==> src/pkg/nand_feature_map.svh <==
// Offsets, field positions, reset values and opcodes of the feature
// registers. Assumes inclusion by bare name from pkg/ on the search path.
//
// Functional notes
// RULE1: Protect code zero leaves every block unlocked.
// RULE2: Select 0: codes 1..9 lock upper fractions.
// RULE3: Select 1: codes 1..9 lock lower fractions.
// RULE4: Codes 101x and 11xx lock whole array.
// RULE5: Program or erase into locked blocks ignored.
// RULE6: OTP, unique ID access only when enabled.
// RULE7: ECC enable bit steers internal ECC, default on.
// RULE8: OTP protect and enable bits select mode.
// RULE9: Freeze bit settable only with both guards set.
// RULE10: OTP enable and ECC enable are volatile.
// RULE11: Status byte readable at any time, even busy.
// RULE12: Program fail set on failure or locked target.
// RULE13: Program fail cleared by program start, reset.
// RULE14: Erase fail set on failure or locked target.
// RULE15: Erase fail cleared by erase start, reset.
// RULE16: Write enable latch gates program and erase.
// RULE17: Busy high while program, read, erase, reset.
// RULE18: ECC result cleared at reset, read start.
// RULE19: Host ignores ECC result when ECC disabled.
// RULE20: After power-up, ECC reflects boot page load.
// RULE21: ECC result: none, corrected, uncorrected, reserved.
// RULE22: Set and get feature opcodes, one address byte.
// RULE23: Write enable sets latch, write disable clears.
// RULE24: Reserved bits read zero, ignore writes.
`ifndef NAND_FEATURE_MAP_SVH
`define NAND_FEATURE_MAP_SVH

`define FA_PROTECT        8'hA0
`define FA_CONFIG         8'hB0
`define FA_STATUS         8'hC0

`define OPC_GET_FEATURE   8'h0F
`define OPC_SET_FEATURE   8'h1F
`define OPC_WRITE_ENABLE  8'h06
`define OPC_WRITE_DISABLE 8'h04
`define OPC_RESET         8'hFF

`define PR_RESET          8'h7C
`define CR_RESET          8'h10
`define SR_RESET          8'h00

`define PR_GUARD_A        7
`define PR_CODE_HI        6
`define PR_CODE_LO        3
`define PR_TOP_BOTTOM     2
`define PR_WP_ENABLE      1
`define PR_GUARD_B        0

`define CR_OTP_PROTECT    7
`define CR_OTP_ENABLE     6
`define CR_FREEZE         5
`define CR_ECC_ENABLE     4

`define SR_ECC_HIGH       5
`define SR_ECC_LOW        4
`define SR_PROG_FAIL      3
`define SR_ERASE_FAIL     2
`define SR_WEL            1
`define SR_BUSY           0

`define ECC_NONE          2'h0
`define ECC_CORRECTED     2'h1
`define ECC_UNCORRECTED   2'h2
`define ECC_RESERVED      2'h3

`define BLOCK_W           10
`define PROT_CODE_NONE    4'h0
`define PROT_CODE_MAX     4'h9

`endif

==> src/pkg/nand_feature_pkg.sv <==
// Types shared by the feature register bank, its checker, engine model and bench.
// Assumes nand_feature_map.svh is reachable on the include path.
`default_nettype none

package nand_feature_pkg;
`include "nand_feature_map.svh"

    typedef enum logic [2:0] {
        OP_PROGRAM,
        OP_ERASE,
        OP_READ,
        OP_RESET,
        OP_BOOT
    } op_kind_t;

    typedef enum logic [1:0] {
        OTP_NORMAL,
        OTP_ACCESS,
        OTP_NOT_APPLICABLE,
        OTP_LOCKED
    } otp_mode_t;

    typedef enum logic [1:0] {
        ST_BOOT,
        ST_IDLE,
        ST_BUSY
    } ctrl_state_t;

    typedef struct packed {
        logic       valid;
        logic [7:0] opcode;
        logic [7:0] addr;
        logic [7:0] data;
    } feat_cmd_t;

    typedef struct packed {
        logic                valid;
        op_kind_t            kind;
        logic [`BLOCK_W-1:0] block;
        logic                addr_bad;
        logic                otp;
    } op_req_t;

    typedef struct packed {
        logic                valid;
        op_kind_t            kind;
        logic [`BLOCK_W-1:0] block;
        logic                otp;
        logic                ecc_on;
    } op_start_t;

    typedef struct packed {
        logic       valid;
        logic       fail;
        logic [1:0] ecc;
    } op_done_t;
endpackage

`default_nettype wire

==> src/core/block_lock_decode.sv <==
// Decides whether one block lies in the region locked by the protect code.
// Assumes inputs are stable register fields and a request's block index.
`default_nettype none

`include "nand_feature_map.svh"

module block_lock_decode (
    // Protect fields
    input  wire logic [3:0]          protect_code,
    input  wire logic                top_bottom_select,
    // Block under test
    input  wire logic [`BLOCK_W-1:0] block,
    // Result
    output logic                     locked
);
    logic [`BLOCK_W-1:0] cmp_mask;
    logic                upper_hit;
    logic                lower_hit;
    logic                fraction_code;
    logic                whole_code;

    // Code n protects 2**n blocks: compare only index bits n and above
    genvar i;
    for (i = 0; i < `BLOCK_W; i++)
    begin : g_mask
        assign cmp_mask[i] = (protect_code <= 4'(i)); // RULE2
    end

    assign upper_hit     = &(block | ~cmp_mask); // RULE2
    assign lower_hit     = ~|(block & cmp_mask); // RULE3
    assign fraction_code = (protect_code != `PROT_CODE_NONE) &&
                           (protect_code <= `PROT_CODE_MAX); // RULE1
    assign whole_code    = (protect_code > `PROT_CODE_MAX); // RULE4
    assign locked        = whole_code ||
                           (fraction_code &&
                            (top_bottom_select ? lower_hit : upper_hit)); // RULE3
endmodule

`default_nettype wire

==> src/core/nand_feature_protect_status_regs.sv <==
// Protection, configuration and status feature registers of the flash.
// Assumes SPI framing hands over whole command bytes on clk, and that the
// array engine answers each started operation with exactly one done.
`default_nettype none

`include "nand_feature_map.svh"

module nand_feature_protect_status_regs (
    // Clock and reset
    input  wire logic                        clk,
    input  wire logic                        rst_n,
    // Feature and latch commands from SPI framing
    input  wire nand_feature_pkg::feat_cmd_t cmd,
    // Array operation requests from SPI framing
    input  wire nand_feature_pkg::op_req_t   op_req,
    // Feature read-back byte
    output logic [7:0]                       rd_data,
    output logic                             rd_valid,
    // Array engine
    output nand_feature_pkg::op_start_t      op_start,
    input  wire nand_feature_pkg::op_done_t  op_done,
    // Live state
    output logic                             ecc_enable,
    output nand_feature_pkg::otp_mode_t      otp_mode,
    output logic                             busy,
    output logic                             write_enable_latch,
    output logic                             protect_frozen
);
    import nand_feature_pkg::*;

    logic        rst_meta_q;
    logic        rst_sync_q;
    logic        rst_i_n;

    logic [7:0]  pr_q;
    logic [7:0]  pr_d;
    logic [7:0]  cr_q;
    logic [7:0]  cr_d;
    logic [7:0]  sr_view;

    ctrl_state_t state_q;
    ctrl_state_t state_d;
    op_kind_t    cur_kind_q;
    op_kind_t    cur_kind_d;

    logic        busy_q;
    logic        busy_d;
    logic        wel_q;
    logic        wel_d;
    logic        prog_fail_q;
    logic        prog_fail_d;
    logic        erase_fail_q;
    logic        erase_fail_d;
    logic [1:0]  ecc_result_q;
    logic [1:0]  ecc_result_d;

    logic [7:0]  rd_data_q;
    logic [7:0]  rd_data_d;
    logic        rd_valid_q;
    op_start_t   op_start_q;
    op_start_t   op_start_d;
    otp_mode_t   otp_mode_q;
    otp_mode_t   otp_mode_d;

    // Reset release through two flops
    always_ff @(posedge clk or negedge rst_n)
    begin
        if (!rst_n)
        begin
            rst_meta_q <= 1'b0;
            rst_sync_q <= 1'b0;
        end
        else
        begin
            rst_meta_q <= 1'b1;
            rst_sync_q <= rst_meta_q;
        end
    end

    assign rst_i_n = rst_sync_q;

    // Command decode
    logic is_get;
    logic is_set;
    logic is_wren;
    logic is_wrdis;
    logic is_reset;
    logic addr_pr;
    logic addr_cr;
    logic addr_sr;

    assign is_get   = cmd.valid && (cmd.opcode == `OPC_GET_FEATURE); // RULE22
    assign is_set   = cmd.valid && (cmd.opcode == `OPC_SET_FEATURE); // RULE22
    assign is_wren  = cmd.valid && (cmd.opcode == `OPC_WRITE_ENABLE);
    assign is_wrdis = cmd.valid && (cmd.opcode == `OPC_WRITE_DISABLE);
    assign is_reset = cmd.valid && (cmd.opcode == `OPC_RESET) &&
                      (state_q != ST_BOOT);
    assign addr_pr  = (cmd.addr == `FA_PROTECT);
    assign addr_cr  = (cmd.addr == `FA_CONFIG);
    assign addr_sr  = (cmd.addr == `FA_STATUS);

    // Protection register and its freeze
    logic guard_a;
    logic guard_b;
    logic pr_open;
    logic pr_write;
    logic cr_write;
    logic freeze_ok;

    assign guard_a   = pr_q[`PR_GUARD_A];
    assign guard_b   = pr_q[`PR_GUARD_B];
    // Guard b alone also blocks writes to the register until the next reset
    assign pr_open   = !cr_q[`CR_FREEZE] && !(guard_b && !guard_a); // RULE9
    assign pr_write  = is_set && addr_pr && pr_open;
    assign cr_write  = is_set && addr_cr;
    assign freeze_ok = guard_a && guard_b; // RULE9
    assign pr_d      = pr_write ? cmd.data : pr_q;

    // Configuration register next value
    logic [7:0] cr_wr_val;

    // OTP protect and freeze only ever set; the other two follow writes
    assign cr_wr_val[`CR_OTP_PROTECT] = cr_q[`CR_OTP_PROTECT] ||
                                        cmd.data[`CR_OTP_PROTECT];
    assign cr_wr_val[`CR_OTP_ENABLE]  = cmd.data[`CR_OTP_ENABLE]; // RULE10
    assign cr_wr_val[`CR_FREEZE]      = cr_q[`CR_FREEZE] ||
                                        (cmd.data[`CR_FREEZE] &&
                                         freeze_ok); // RULE9
    assign cr_wr_val[`CR_ECC_ENABLE]  = cmd.data[`CR_ECC_ENABLE]; // RULE10
    assign cr_wr_val[3:0]             = 4'h0; // RULE24
    assign cr_d = cr_write ? cr_wr_val : cr_q;

    // OTP mode from protect and enable pair
    logic [1:0] otp_pair;

    assign otp_pair   = {cr_d[`CR_OTP_PROTECT], cr_d[`CR_OTP_ENABLE]};
    assign otp_mode_d = (otp_pair == 2'h0) ? OTP_NORMAL :
                        (otp_pair == 2'h1) ? OTP_ACCESS :
                        (otp_pair == 2'h3) ? OTP_LOCKED :
                                             OTP_NOT_APPLICABLE; // RULE8

    logic otp_en;
    logic otp_lock;

    assign otp_en   = cr_q[`CR_OTP_ENABLE];
    assign otp_lock = (otp_mode_q == OTP_LOCKED);

    // Array request screening
    logic blk_locked;

    block_lock_decode u_lock (
        .protect_code      (pr_q[`PR_CODE_HI:`PR_CODE_LO]),
        .top_bottom_select (pr_q[`PR_TOP_BOTTOM]),
        .block             (op_req.block),
        .locked            (blk_locked)
    );

    logic req_live;
    logic req_prog;
    logic req_erase;
    logic req_read;
    logic otp_gate;
    logic prog_bad;
    logic erase_bad;

    // Requests while busy, in boot or beside a reset command are dropped
    assign req_live  = op_req.valid && (state_q == ST_IDLE) && !is_reset;
    assign otp_gate  = !op_req.otp || otp_en; // RULE6
    assign req_prog  = req_live && (op_req.kind == OP_PROGRAM) &&
                       wel_q && otp_gate; // RULE16
    assign req_erase = req_live && (op_req.kind == OP_ERASE) &&
                       wel_q && !op_req.otp; // RULE16
    assign req_read  = req_live && (op_req.kind == OP_READ) &&
                       otp_gate; // RULE6
    assign prog_bad  = op_req.addr_bad ||
                       (op_req.otp ? otp_lock : blk_locked); // RULE12
    assign erase_bad = blk_locked; // RULE14

    logic prog_reject;
    logic prog_go;
    logic erase_reject;
    logic erase_go;
    logic read_go;
    logic boot_go;
    logic any_go;

    assign prog_reject  = req_prog && prog_bad; // RULE5
    assign prog_go      = req_prog && !prog_bad; // RULE5
    assign erase_reject = req_erase && erase_bad; // RULE5
    assign erase_go     = req_erase && !erase_bad; // RULE5
    assign read_go      = req_read;
    assign boot_go      = (state_q == ST_BOOT); // RULE20
    assign any_go       = prog_go || erase_go || read_go || boot_go ||
                          is_reset;

    // Completion of the running operation
    logic done_take;
    logic done_prog_fail;
    logic done_erase_fail;
    logic done_read;

    assign done_take       = op_done.valid && (state_q == ST_BUSY);
    assign done_prog_fail  = done_take && op_done.fail &&
                             (cur_kind_q == OP_PROGRAM); // RULE12
    assign done_erase_fail = done_take && op_done.fail &&
                             (cur_kind_q == OP_ERASE); // RULE14
    assign done_read       = done_take && ((cur_kind_q == OP_READ) ||
                                           (cur_kind_q == OP_BOOT)); // RULE20

    // Status flags: a setting event beats a clear in the same cycle
    logic pf_set;
    logic pf_clr;
    logic ef_set;
    logic ef_clr;

    assign pf_set       = prog_reject || done_prog_fail; // RULE12
    assign pf_clr       = prog_go || is_reset; // RULE13
    assign prog_fail_d  = pf_set ? 1'b1 : (pf_clr ? 1'b0 : prog_fail_q);
    assign ef_set       = erase_reject || done_erase_fail; // RULE14
    assign ef_clr       = erase_go || is_reset; // RULE15
    assign erase_fail_d = ef_set ? 1'b1 : (ef_clr ? 1'b0 : erase_fail_q);
    assign ecc_result_d = done_read ? op_done.ecc : // RULE21
                          (read_go || is_reset) ? `ECC_NONE :
                                                  ecc_result_q; // RULE18
    assign wel_d        = is_wren ? 1'b1 :
                          (is_wrdis ? 1'b0 : wel_q); // RULE23

    // Busy follows start and done; a new start keeps it high
    assign busy_d     = any_go ? 1'b1 :
                        (done_take ? 1'b0 : busy_q); // RULE17
    assign state_d    = any_go ? ST_BUSY :
                        (done_take ? ST_IDLE : state_q);
    assign cur_kind_d = is_reset ? OP_RESET :
                        boot_go  ? OP_BOOT :
                        prog_go  ? OP_PROGRAM :
                        erase_go ? OP_ERASE :
                        read_go  ? OP_READ : cur_kind_q;

    assign op_start_d.valid  = any_go;
    assign op_start_d.kind   = cur_kind_d;
    assign op_start_d.block  = boot_go ? `BLOCK_W'(0) : op_req.block;
    assign op_start_d.otp    = (prog_go || read_go) && op_req.otp;
    assign op_start_d.ecc_on = cr_q[`CR_ECC_ENABLE]; // RULE7

    // Status byte view
    assign sr_view[7:6]           = 2'h0; // RULE24
    assign sr_view[`SR_ECC_HIGH]  = ecc_result_q[1];
    assign sr_view[`SR_ECC_LOW]   = ecc_result_q[0];
    assign sr_view[`SR_PROG_FAIL] = prog_fail_q;
    assign sr_view[`SR_ERASE_FAIL]= erase_fail_q;
    assign sr_view[`SR_WEL]       = wel_q;
    assign sr_view[`SR_BUSY]      = busy_q;

    // Unmapped feature addresses read as zero
    assign rd_data_d = !is_get ? rd_data_q :
                       addr_pr ? pr_q :
                       addr_cr ? cr_q :
                       addr_sr ? sr_view : 8'h00; // RULE11

    // Register storage; reset is the only way to lift the freeze
    always_ff @(posedge clk or negedge rst_i_n)
    begin
        if (!rst_i_n)
        begin
            pr_q <= `PR_RESET;
            cr_q <= `CR_RESET;
        end
        else
        begin
            pr_q <= pr_d;
            cr_q <= cr_d;
        end
    end

    always_ff @(posedge clk or negedge rst_i_n)
    begin
        if (!rst_i_n)
        begin
            busy_q       <= 1'(`SR_RESET >> `SR_BUSY);
            wel_q        <= 1'b0;
            prog_fail_q  <= 1'b0;
            erase_fail_q <= 1'b0;
            ecc_result_q <= `ECC_NONE;
        end
        else
        begin
            busy_q       <= busy_d;
            wel_q        <= wel_d;
            prog_fail_q  <= prog_fail_d;
            erase_fail_q <= erase_fail_d;
            ecc_result_q <= ecc_result_d;
        end
    end

    always_ff @(posedge clk or negedge rst_i_n)
    begin
        if (!rst_i_n)
        begin
            state_q    <= ST_BOOT;
            cur_kind_q <= OP_BOOT;
            otp_mode_q <= OTP_NORMAL;
        end
        else
        begin
            state_q    <= state_d;
            cur_kind_q <= cur_kind_d;
            otp_mode_q <= otp_mode_d;
        end
    end

    always_ff @(posedge clk or negedge rst_i_n)
    begin
        if (!rst_i_n)
        begin
            rd_data_q  <= 8'h00;
            rd_valid_q <= 1'b0;
            op_start_q <= '0;
        end
        else
        begin
            rd_data_q  <= rd_data_d;
            rd_valid_q <= is_get;
            op_start_q <= op_start_d;
        end
    end

    assign rd_data            = rd_data_q;
    assign rd_valid           = rd_valid_q;
    assign op_start           = op_start_q;
    assign ecc_enable         = cr_q[`CR_ECC_ENABLE]; // RULE7
    assign otp_mode           = otp_mode_q;
    assign busy               = busy_q;
    assign write_enable_latch = wel_q;
    assign protect_frozen     = cr_q[`CR_FREEZE];
endmodule

`default_nettype wire

==> config.mk <==
export PLATFORM = sky130hd
export DESIGN_NAME = nand_feature_protect_status_regs
export DESIGN_NICKNAME = d
export VERILOG_FILES = /design/src/pkg/nand_feature_pkg.sv /design/src/core/block_lock_decode.sv /design/src/core/nand_feature_protect_status_regs.sv
export VERILOG_INCLUDE_DIRS = /design/src /design/src/pkg
export SDC_FILE = /design/constraint.sdc
export NUM_CORES = 1
export LEC_CHECK = 0
export BUFFER_PORTS_ARGS = -buffer_cell sky130_fd_sc_hd__buf_2
export CORE_MARGIN = 8
export CORE_UTILIZATION = 50
export DETAILED_ROUTE_END_ITERATION = 8
export GPL_TIMING_DRIVEN = 1
export PLACE_DENSITY_LB_ADDON = 0.25
export SLEW_MARGIN = 10
export SYNTH_ARGS = -nofsm -noshare
export SYNTH_HDL_FRONTEND = slang
export SYNTH_SLANG_ARGS = --single-unit
==> constraint.sdc <==
create_clock -name clk -period 1.5 [get_ports clk]
set_input_delay 0.15 -clock clk [delete_from_list [all_inputs] [get_ports clk]]
set_output_delay 0.15 -clock clk [all_outputs]
set_load 0.05 [all_outputs]
# Word-level counts from Yosys, hierarchy flattened
# Cells that the tools add are included.
# W data, S select, Z words.
# classes
n_lt_le_gt_ge	11
eq_ne	18
mux	27
n_bitwise	3
n_reduce_logical	72
# op_table
op	count
$logic_and A1 B1 Y1	35
$eq A8 B8 Y1 const B	4
$mux W8	3
$eq A8 B3 Y1 const B	2
$le A4 B3 Y1 const B	4
$logic_or A1 B1 Y1	16
$mux W3	5
$mux W2	6
$reduce_bool A2 Y1	6
$mux W1	11
$and A10 B10 Y10	1
$mux W10	1
$not A10 Y10	1
$or A10 B10 Y10	1
$reduce_and A10 Y1	1
$reduce_or A10 Y1	1
$eq A8 B4 Y1 const B	1
$eq A8 B5 Y1 const B	1
$le A4 B1 Y1 const B	2
$le A4 B2 Y1 const B	2
$le A4 B4 Y1 const B	2
$logic_not A1 Y1	8
$eq A2 B2 Y1 const B	3
$eq A3 B1 Y1 const B	2
other kinds (8)	12
# word_totals
regBits	52

# Logic depth before layout (Yosys ltp)
# Gate-level depths: netlist (run 1).
# depth
word_depth	16
depth_mapped	7
ltp_nobuf	6

# Modules after synthesis
# A second synthesis (run 1) with hierarchy kept.
# hier_totals
hier_cells	221
area_unflattened_um2	2319.7
# modules_own_cells
module	instances	cells_per_inst	area_each_um2	seq_area_each_um2
nand_feature_protect_status_regs	1	183	2113.3	1209.9
block_lock_decode	1	38	206.4	0.0

# Least setup slack after synthesis (run 1)
# No wires, ideal clock.
# synth_path
path_kind	register to register
start	register, netlist name busy
end	register op_start_q (netlist bit op_start[14])
setup_time_ns	0.123
t_arrival_ns	1.954
required_ns	1.377
path_slack_ns	-0.577
stages_incl_launch_ff	8
period_less_slack_ns	2.077
path_cell_list	dfrtp_1 > buf_2 > and4bb_2 > o31ai_2 > nor4_2 > nor2_1 > o211a_1 > a21o_1
# synth_rtl
item	line	text
to (signal assigned)	nand_feature_protect_status_regs.sv:323	op_start_q <= op_start_d;
to (decl)	nand_feature_protect_status_regs.sv:60	op_start_t op_start_q;

# Final worst setup path (run 1)
# layout_path
start	register pr_q[3]
end	register op_start_q (netlist bit op_start[12])
# layout_between
elab_chain_len	14
word_cells_on_any_way	32
# layout_lines
item	line	text
from (decl)	nand_feature_protect_status_regs.sv:35	logic [7:0] pr_q;
from (signal assigned)	nand_feature_protect_status_regs.sv:265	pr_q <= `PR_RESET;
from (signal assigned)	nand_feature_protect_status_regs.sv:270	pr_q <= pr_d;
$le A4 B1 Y1 (tied with other cells)	block_lock_decode.sv:26	assign cmp_mask[i] = (protect_code <= 4'(i));
$and A10 B10 Y10 or $not A10 Y10 (tied branches)	block_lock_decode.sv:30, block_lock_decode.sv:29	
$reduce_or A10 Y1 or $or A10 B10 Y10 (tied branches)	block_lock_decode.sv:30, block_lock_decode.sv:29	
$logic_not A1 Y1 or $reduce_and A10 Y1 (tied branches)	block_lock_decode.sv:30, block_lock_decode.sv:29	
$mux W1	block_lock_decode.sv:36	(top_bottom_select ? lower_hit : upper_hit));
$logic_and A1 B1 Y1	block_lock_decode.sv:35	(fraction_code &&
$logic_or A1 B1 Y1 (*)	block_lock_decode.sv:34	assign locked = whole_code ||
$mux W1	nand_feature_protect_status_regs.sv:176	(op_req.otp ? otp_lock : blk_locked);
$logic_or A1 B1 Y1	nand_feature_protect_status_regs.sv:175	assign prog_bad = op_req.addr_bad ||
$logic_not A1 Y1	nand_feature_protect_status_regs.sv:188	assign prog_go = req_prog && !prog_bad;
$logic_and A1 B1 Y1	nand_feature_protect_status_regs.sv:188	
$mux W3 (*)	nand_feature_protect_status_regs.sv:235	prog_go ? OP_PROGRAM :
$mux W3 (*)	nand_feature_protect_status_regs.sv:234	boot_go ? OP_BOOT :
$mux W3 (*)	nand_feature_protect_status_regs.sv:233	assign cur_kind_d = is_reset ? OP_RESET :
# Mark *: on every way between the ends. The rest lies on a longest branch, timed or not.
# A chain may end at the register's enable or synchronous reset.

==> impl_metrics.yaml, run 1 <==
worst_setup_path:
  path_cells: "maj3_2 > a221o_1 > nand4_1 > o211ai_1 > buf_4 > o21ai_1 > o221ai_1"
  critPathKind: "flip-flop to flip-flop"
  r2r-end: "op_start[12]"
  crit_path_end: "op_start[12]"
  worstSetupStartpointType: "flip-flop"
  regToRegSetupSlack_ps: -380
  cp_max_fo: 8
  cpMaxStageDelayCell: "dfstp_2"
  critPathCaptureType: "flip-flop"
  worstPathArrival_ps: 2040
  r2r-start: "pr_q[3]"
  crit_start: "pr_q[3]"
  crit_buf_inv: 1
  cpLargestDelayFamily: "compound AO/OA/AOI/OAI gates"
  max_stage_delay_ps: 420
  crit_required_ps: 1660
  cp_num_cells: 7
  r2r_cells: 7
run:
  cap_violations: 0
global_routing:
  grt_start_max_net_pins: 31
  gr-total-overflow: 0
  grt_pass1_vias: 2233
  antenna_found_initial: 0
  grt_pass1_wl_mm: 10.35
  grt_usage_pct: 17.60
cells_and_area:
  antenna_cells: 0
  area_delta_synth_final_pct: 37.57
  sequential_cell_area_um2: 1212
  fillers: 348
  fin_nets: 376
  multi_input_area_um2: 1085
  final_cells: 382
  drive_above_1_share_pct: 47.88
clock_network:
  h-tree-depth: 2
  root_buffer: "clkbuf_8"
  clkLatencyLatePin_ps: 310
  numCtsBuffers: 5
  clockBufferDepth: 2
  clk_pin_slew_ps: 90
  cts_sinks: 48
  cts_tree: "built"
synthesis:
  yosysTopAreaCell: "dfrtp_1"
  syn_avg_cell_area_um2: 10.55
  yosysSeqAreaShare_pct: 52.36
  synth_edf_count: 0
  yosysWarnings: 0
  netlist.area_leader.share_pct: 44.40
  yosysMostFrequentCell: "dfrtp_1"
  synth_area_leaders: "dfrtp_1 44%, dfstp_2 8.0%, mux2_2 5.4%, o21ai_0 4.1%, a21oi_1 3.9%"
  ys_types: 47
  synthesis.nets: 266
  ys.flop_type: "dfrtp_1"
  synthArstFlopShare_pct: 100.0
  ys_ff_latch: 48
  netlist_top_cells_count: "41 x dfrtp_1, 19 x o21ai_0, 18 x a21oi_1, 18 x nor2_1, 14 x nor2b_1"
  syn_inst: 219
  syn_area_um2: 2311
sta:
  worst_hold_slack_ps: 71.68
  skew_ps: 10.09
  period_share_pct: 125.0
  setup_viol: 9
  setup_ws_ps: -375.6
  fin_tns_setup_ps: -2950
  timing.fmax_mhz: 533.2
  hold_viol_final: 0
  rsz0062_at_grt: "yes"
  min_period_ps: 1876
  report.final.slew_viol_count: 0
power_and_ir_drop:
  powerDensity_nw_per_um2: 1036
  ir_worst_vdd_mv: 0.5690
  power_mw: 3.294
  p_leak_nw: 1.553
drt:
  first_pass_iters: 4
  dr.first_iter.drc_count: 136
  vias: 2092
  wirelength_mm: 6.146
  via_per_inst: 5.476
  ant_nets: 0
  drc_errors: 0
  wire_per_inst_um: 16.09
outcome:
  status: "complete, but fails checks"
  violations: "setup timing"
floorplan:
  core_area_um2: 4414
  die_w_um: 83.99
  io_pins: 78
  die_h_um: 83.99
  initial_utilization_pct: 52.35
  rows: 24
  dieArea_um2: 7053
placement:
  dp_hpwl_mm: 4.787
  place_inst: 370
  pre_cts_ws_ps: -389.3
  gp_congestion: 0.8633
  portBuffers: 77
hold_path:
  hold_class: "input pin to flip-flop"
## flip-flops by register name, indices dropped and copies added, names as in the netlist, 2 cells and up
signal	count
ecc_result_q	2
rd_data	8
otp_mode	2
cr_q	3
pr_q	8
op_start	16
## stage by stage
step | util [%] | area (um^2)
5_1_grt | 72.02 | 3179
3_5_place_dp | 68.17 | 3009
3_3_place_gp | 68.17 | 3009
6_report | 72.02 | 3179
2_1_floorplan | - | 2379
4_1_cts | 71.29 | 3147
## final cells by class
class / count / share of cell area (%)
flip-flops and latches: 48 / 38.13
multi-input cells: 153 / 34.12
repair buffers: 114 / 21.37
clock buffers: 5 / 2.165
well taps: 52 / 2.046
clock inverters: 3 / 1.338
inverters: 7 / 0.8264
## cells in the final DEF (no fill, tap or decap), types with 2 or more instances in the layout
cell type / synthesis / layout
a21o_1: 3 / 3
a21oi_1: 18 / 16
a21oi_2: 0 / 2
a221o_1: 2 / 2
a22oi_1: 7 / 7
and3_1: 3 / 3
and4bb_2: 2 / 2
buf_2: 6 / 78
buf_4: 3 / 33
clkbuf_8: 0 / 5
dfrtp_1: 41 / 39
dfrtp_2: 0 / 2
dfstp_2: 7 / 7
inv_1: 7 / 7
mux2_2: 11 / 10
nand2_1: 8 / 7
nand2b_1: 7 / 7
nand3_1: 4 / 4
nor2_1: 18 / 18
nor2b_1: 14 / 14
nor3_1: 6 / 5
nor4_4: 0 / 2
o211ai_1: 4 / 4
o21ai_0: 19 / 14
o21ai_1: 0 / 5
## routing by layer
layer  wire length [um]  track usage (%)  vias to the layer above
met5                  0                0                        -
met4                115            6.122                        0
met3                414            5.566                       11
met2               2932            28.91                       71
met1               2684            21.07                      999
li1                   -                -                     1011
## cell families after synthesis
family | Yosys count | share of synthesized area [%]
adders and majority gates | 1 | 0.4872
xor gates and xnor gates | 1 | 0.3791
other | 1 | 0.1623
DFF | 48 | 52.36
AOI/OAI and AO/OA | 66 | 18.41
and+or+nand+nor | 73 | 19.11
buffers and inverters | 18 | 3.736
muxes | 11 | 5.360
## worst register-to-register path, stage by stage, from the launching register on
cell	delay, ps
dfstp_2	420
maj3_2	300
a221o_1	300
nand4_1	70
o211ai_1	160
buf_4	190
o21ai_1	160
o221ai_1	120
## timing repair
action / CTS / global route
endpoints found under the setup margin: 10 / 11
gates resized for setup: 5 / 8
pin swaps: 3 / 3
hold buffers: 1 / 0
setup buffers: 2 / 1
hold endpoints to repair: 2 / 0
## worst min-delay path by stage
| stage | startpoint | slack, ps | depth (start not counted) | endpoint |
|---|---|---|---|---|
| after floorplan | rst_n | -150 | 0 | rst_i_n |
| after global placement | rst_n | -60 | 1 | rst_meta_q |
| after detailed placement | rst_n | -60 | 1 | rst_meta_q |
| after CTS | cmd[1] | 70 | 2 | pr_q[1] |
| after global routing | cmd[3] | 70 | 2 | pr_q[3] |
| final | cmd[3] | 70 | 2 | pr_q[3] |
## power by group
group          switching (mW)  internal [mW]  total, mW
sequential              0.103           1.45       1.55
clock                   0.440          0.493      0.933
combinational           0.552          0.258      0.810
total                    1.09           2.20       3.29
No activity file was read; power rests on OpenSTA's default activity.
==> run 2: changes to the inputs <==
Settings changed: CORE_UTILIZATION 50 to 52, CTS_BUF_LIST set to sky130_fd_sc_hd__clkbuf_4 sky130_fd_sc_hd__clkbuf_8, SLEW_MARGIN 10 to not set.
==> run 2 against run 1 <==
Against the previous run: utilization is 2.0 points higher; worst setup slack better by 33 ps; die area is 3.1% lower; largest power group unchanged; critical path type unchanged; the flow still finishes with violations (setup timing).
==> impl_metrics.yaml, run 2 (synthesis results as in run 1) <==
placement:
  dp_hpwl_mm: 4.674
  portBuffers: 77
  gp_congestion: 0.8729
clock_network:
  clockBufferDepth: 2
  h-tree-depth: 2
  cts_sinks: 48
  numCtsBuffers: 5
  root_buffer: "clkbuf_8"
  clk_pin_slew_ps: 80
  cts_tree: "built"
  clkLatencyLatePin_ps: 290
cells_and_area:
  drive_above_1_share_pct: 48.65
  largest_reg_flops: 16
  post-route-util_pct: 74.05
  final_cell_mix: "78 x buf_2, 39 x dfrtp_1, 36 x buf_4, 18 x nor2_1, 17 x a21oi_1"
  area_delta_synth_final_pct: 38.55
  fin_nets: 379
  final_common_cell: "buf_2"
  antenna_cells: 0
worst_setup_path:
  crit_required_ps: 1680
  crit_buf_inv: 0
  cpLargestDelayFamily: "compound AO/OA/AOI/OAI gates"
  worstPathArrival_ps: 2020
  crit_top_cell: "a221o_1"
  r2r_cells: 6
  cp_max_fo: 6
  cp_num_cells: 6
  critPathCaptureType: "flip-flop"
  critPathKind: "flip-flop to flip-flop"
  cpMaxStageDelayCell: "dfstp_2"
  crit_start: "pr_q[3]"
  max_stage_delay_ps: 420
  r2r-start: "pr_q[3]"
  path_cells: "maj3_2 > a221o_1 > nand4_1 > o211ai_1 > a21boi_2 > a221o_1"
  worstSetupStartpointType: "flip-flop"
drt:
  wirelength_mm: 6.009
  vias: 2062
  drc_errors: 0
  first_pass_iters: 4
  via_per_inst: 5.356
  wire_per_inst_um: 15.61
  ant_nets: 0
  dr.first_iter.drc_count: 118
floorplan:
  die_w_um: 82.67
  io_pins: 78
  die_h_um: 82.67
  dieArea_um2: 6834
  initial_utilization_pct: 53.44
  core_area_um2: 4324
  rows: 24
sta:
  setup_ws_ps: -342.9
  hold_viol_final: 0
  report.final.slew_viol_count: 0
  timing.fmax_mhz: 542.6
  rsz0062_at_grt: "yes"
  min_period_ps: 1843
  period_share_pct: 122.9
  setup_viol: 9
  skew_ps: 2.989
outcome:
  violations: "setup timing"
  status: "complete, but fails checks"
power_and_ir_drop:
  powerDensity_nw_per_um2: 1005
  p_leak_nw: 1.589
  ir_worst_vdd_mv: 0.6861
  power_mw: 3.217
global_routing:
  grt_pass1_wl_mm: 10.06
  grt_pass1_vias: 2169
  gr-total-overflow: 0
  grt_usage_pct: 18.89
  grt_start_max_net_pins: 41
  antenna_found_initial: 0
hold_path:
  whs_path_depth: 3
  hold_start: "op_done[0]"
  hold_class: "input pin to flip-flop"
run:
  cap_violations: 0
==> run 2: metal layers <==
layer	part of all wire, %	track usage, %	vias up	wire length, um
met5	0	0	-	0
met4	0.67	4.655	0	40
met3	8.0	5.195	4	483
met2	49	32.01	62	2967
met1	42	23.20	978	2519
li1	-	-	1018	-
==> run 2: through the flow <==
stage	TNS [ps]	instance area, um^2	worst slack, ps	std cells	hold WS, ps
global route	-3480	3202	-426.8	385	79.24
CTS	-2549	3182	-334.2	385	72.02
floorplan	-2973	2379	-397.8	219	-145.6
finish	-2516	3202	-342.9	385	73.11
detailed placement	-4171	3009	-411.2	370	-61.65
global placement	-3230	3009	-373.9	370	-65.36
==> run 2: worst paths after layout <==
kind,endpoint,slack [ps]
min in group asynchronous,pr_q[7],100
hold / removal,ecc_result_q[0],70
hold reg to reg,pr_q[7],100
setup / recovery,erase_fail_q,-340
setup reg to reg,erase_fail_q,-340
max in group asynchronous,cr_q[4],890
==> run 2: power breakdown <==
part | internal [mW] | switching (mW) | leakage, nW
clock | 0.439 | 0.407 | 0.0549
combinational | 0.260 | 0.555 | 0.936
sequential | 1.45 | 0.108 | 0.597
==> run 2: final cells by class <==
cell class / count / area, um^2
Sequential cell: 48 / 1212
Fill cell: 345 / 1122
Multi-Input combinational cell: 153 / 1092
Timing Repair Buffer: 117 / 701.9
Clock buffer: 8 / 103.9
Tap cell: 52 / 65.06
Inverter: 7 / 26.28
==> run 2: tightest hold or removal path, delay by kind of cell <==
family	cells	cell delay, ps
AO/OA/AOI/OAI	1	70
AND/OR/NAND/NOR	1	40
buffers and inverters	1	70
==> run 2: what timing repair did <==
| item | 4_1_cts | 5_1_grt |
|---|---|---|
| buffers inserted | 8 | 0 |
| hold buffers | 1 | 0 |
| resized for setup | 7 | 8 |
| hold endpoints to repair | 2 | 0 |
| pin swaps | 4 | 3 |
| endpoints found under the setup margin | 11 | 12 |
==> run 3: changes to the inputs <==
Settings changed: CORE_MARGIN 8 to 1.
==> run 3 against run 2 <==
Against the previous run: the run still ends with setup timing left; utilization grew 2.1 points; final cell count shrank 1.3%; via count grew 0.58%; critical endpoint is now prog_fail_q; largest cell class unchanged; highest routed layer unchanged.
==> impl_metrics.yaml, run 3 (synthesis results as in run 1) <==
outcome:
  status: "complete, but fails checks"
  violations: "setup timing"
global_routing:
  gr-total-overflow: 0
  grt_pass1_wl_mm: 8.866
  grt_start_max_net_pins: 41
  antenna_found_initial: 0
  grt_pass1_vias: 1920
  grt_usage_pct: 26.00
clock_network:
  clockBufferDepth: 2
  h-tree-depth: 2
  root_buffer: "clkbuf_8"
  numCtsBuffers: 5
  cts_tree: "built"
  clkLatencyLatePin_ps: 310
  clk_pin_slew_ps: 100
  cts_sinks: 48
power_and_ir_drop:
  power.share.switching_pct: 35.25
  powerDensity_nw_per_um2: 998.7
  comb_power_share_pct: 26.2
  p_int_mw: 2.041
  p_leak_nw: 1.546
  power_mw: 3.152
  ir_worst_vdd_mv: 0.7611
  p_sw_mw: 1.111
  p_seq_share_pct: 49.4
  pwr-share-clk_pct: 24.5
cells_and_area:
  largest_reg_flops: 16
  fillers: 316
  fin_nets: 376
  final_cell_mix: "77 x buf_2, 39 x dfrtp_1, 34 x buf_4, 18 x nor2_1, 17 x a21oi_1"
  final_common_cell: "buf_2"
  final_area_um2: 3156
  drive_above_1_share_pct: 47.58
  area_delta_synth_final_pct: 36.55
  antenna_cells: 0
sta:
  worst_hold_slack_ps: 61.64
  timing.fmax_mhz: 536.9
  setup_ws_ps: -362.5
  rsz0062_at_grt: "yes"
  period_share_pct: 124.2
  min_period_ps: 1863
  setup_viol: 9
  report.final.slew_viol_count: 0
  skew_ps: 13.06
  hold_viol_final: 0
worst_setup_path:
  cpMaxStageDelayCell: "dfstp_2"
  cp_max_fo: 7
  crit_required_ps: 1690
  regToRegSetupSlack_ps: -360
  r2r-start: "pr_q[3]"
  worstPathArrival_ps: 2060
  critPathKind: "flip-flop to flip-flop"
  r2r_cells: 6
  critPathCaptureType: "flip-flop"
  path_cells: "maj3_2 > a221o_1 > nand4_1 > o211ai_1 > a21boi_2 > a311o_1"
  worstSetupStartpointType: "flip-flop"
  r2r-end: "prog_fail_q"
  max_stage_delay_ps: 420
hold_path:
  whs_path_depth: 3
  hold_end: "ecc_result_q[0]"
  hold_start: "op_done[0]"
  hold_class: "input pin to flip-flop"
drt:
  top_layer: "met4"
  first_pass_iters: 4
  vias: 2074
  wl_met3_um: 315
  ant_nets: 0
  wirelength_mm: 5.573
  via_per_inst: 5.458
  dr_wl_met2_mm: 2.805
  wire_per_inst_um: 14.67
  dr.first_iter.drc_count: 90
  drc_errors: 0
  wl_met1_mm: 2.405
floorplan:
  rows: 23
  core_area_um2: 4144
  io_pins: 78
  die_w_um: 68.67
  dieArea_um2: 4715
  die_h_um: 68.67
  initial_utilization_pct: 55.77
run:
  cap_violations: 0
placement:
  portBuffers: 77
  gp_congestion: 0.8936
  dp_hpwl_mm: 4.232
  place_area_um2: 3007
  pre_cts_ws_ps: -409.9
==> run 3: area by class of cell <==
| type | instances | area [um^2] | area share, % |
|---|---|---|---|
| clock buffer | 5 | 68.82 | 2.181 |
| inverter | 7 | 26.28 | 0.8327 |
| sequential | 48 | 1212 | 38.42 |
| tap | 50 | 62.56 | 1.983 |
| clock inverter | 3 | 22.52 | 0.7137 |
| timing repair buffer | 114 | 675.6 | 21.41 |
| multi-input combinational | 153 | 1087 | 34.46 |
==> run 3: stage by stage <==
step / util (%) / setup TNS [ps] / std cells
2_1_floorplan: - / -2973 / 219
3_3_place_gp: 72.55 / -3052 / 368
3_5_place_dp: 72.55 / -3901 / 368
4_1_cts: 75.75 / -2812 / 380
5_1_grt: 76.15 / -3510 / 380
6_report: 76.15 / -2578 / 380
==> run 3: worst max-delay path by stage <==
stage,depth (start not counted),slack [ps],to,from
final,6,-360,prog_fail_q,pr_q[3]
after global placement,6,-370,op_start[12],pr_q[5]
after detailed placement,6,-410,op_start[12],pr_q[5]
after global routing,6,-470,prog_fail_q,pr_q[3]
after floorplan,7,-400,op_start[14],busy
after CTS,6,-390,prog_fail_q,pr_q[4]
==> run 3: power groups by stage <==
stage	Clock [mW]	Combinational (mW)	Sequential, mW
finish	0.772	0.824	1.56
detailed placement	0	0.799	1.58
global placement	0	0.786	1.58
floorplan	0	0.323	1.80
CTS	0.794	0.813	1.56
global route	0.862	0.892	1.58
==> run 3: per-layer routing <==
metal  global-route usage, %  up-vias
met1                   33.30      988
li1                        -     1013
met4                   7.292        0
met3                   6.579        4
met5                       0        -
met2                   43.26       69
==> run 3: critical path, delay by kind of cell, from the launching register on <==
kind,cells,cell delay (ps)
adders and majority gates,1,300
DFF,1,420
AOI/OAI and AO/OA,4,960
and+or+nand+nor,1,70
==> run 3: timing repair <==
action	4_1_cts	5_1_grt
resized for setup	4	6
hold buffers	1	0
hold endpoints to repair	2	0
buffers inserted	3	0
setup endpoints to repair	11	12
pin swaps	3	3
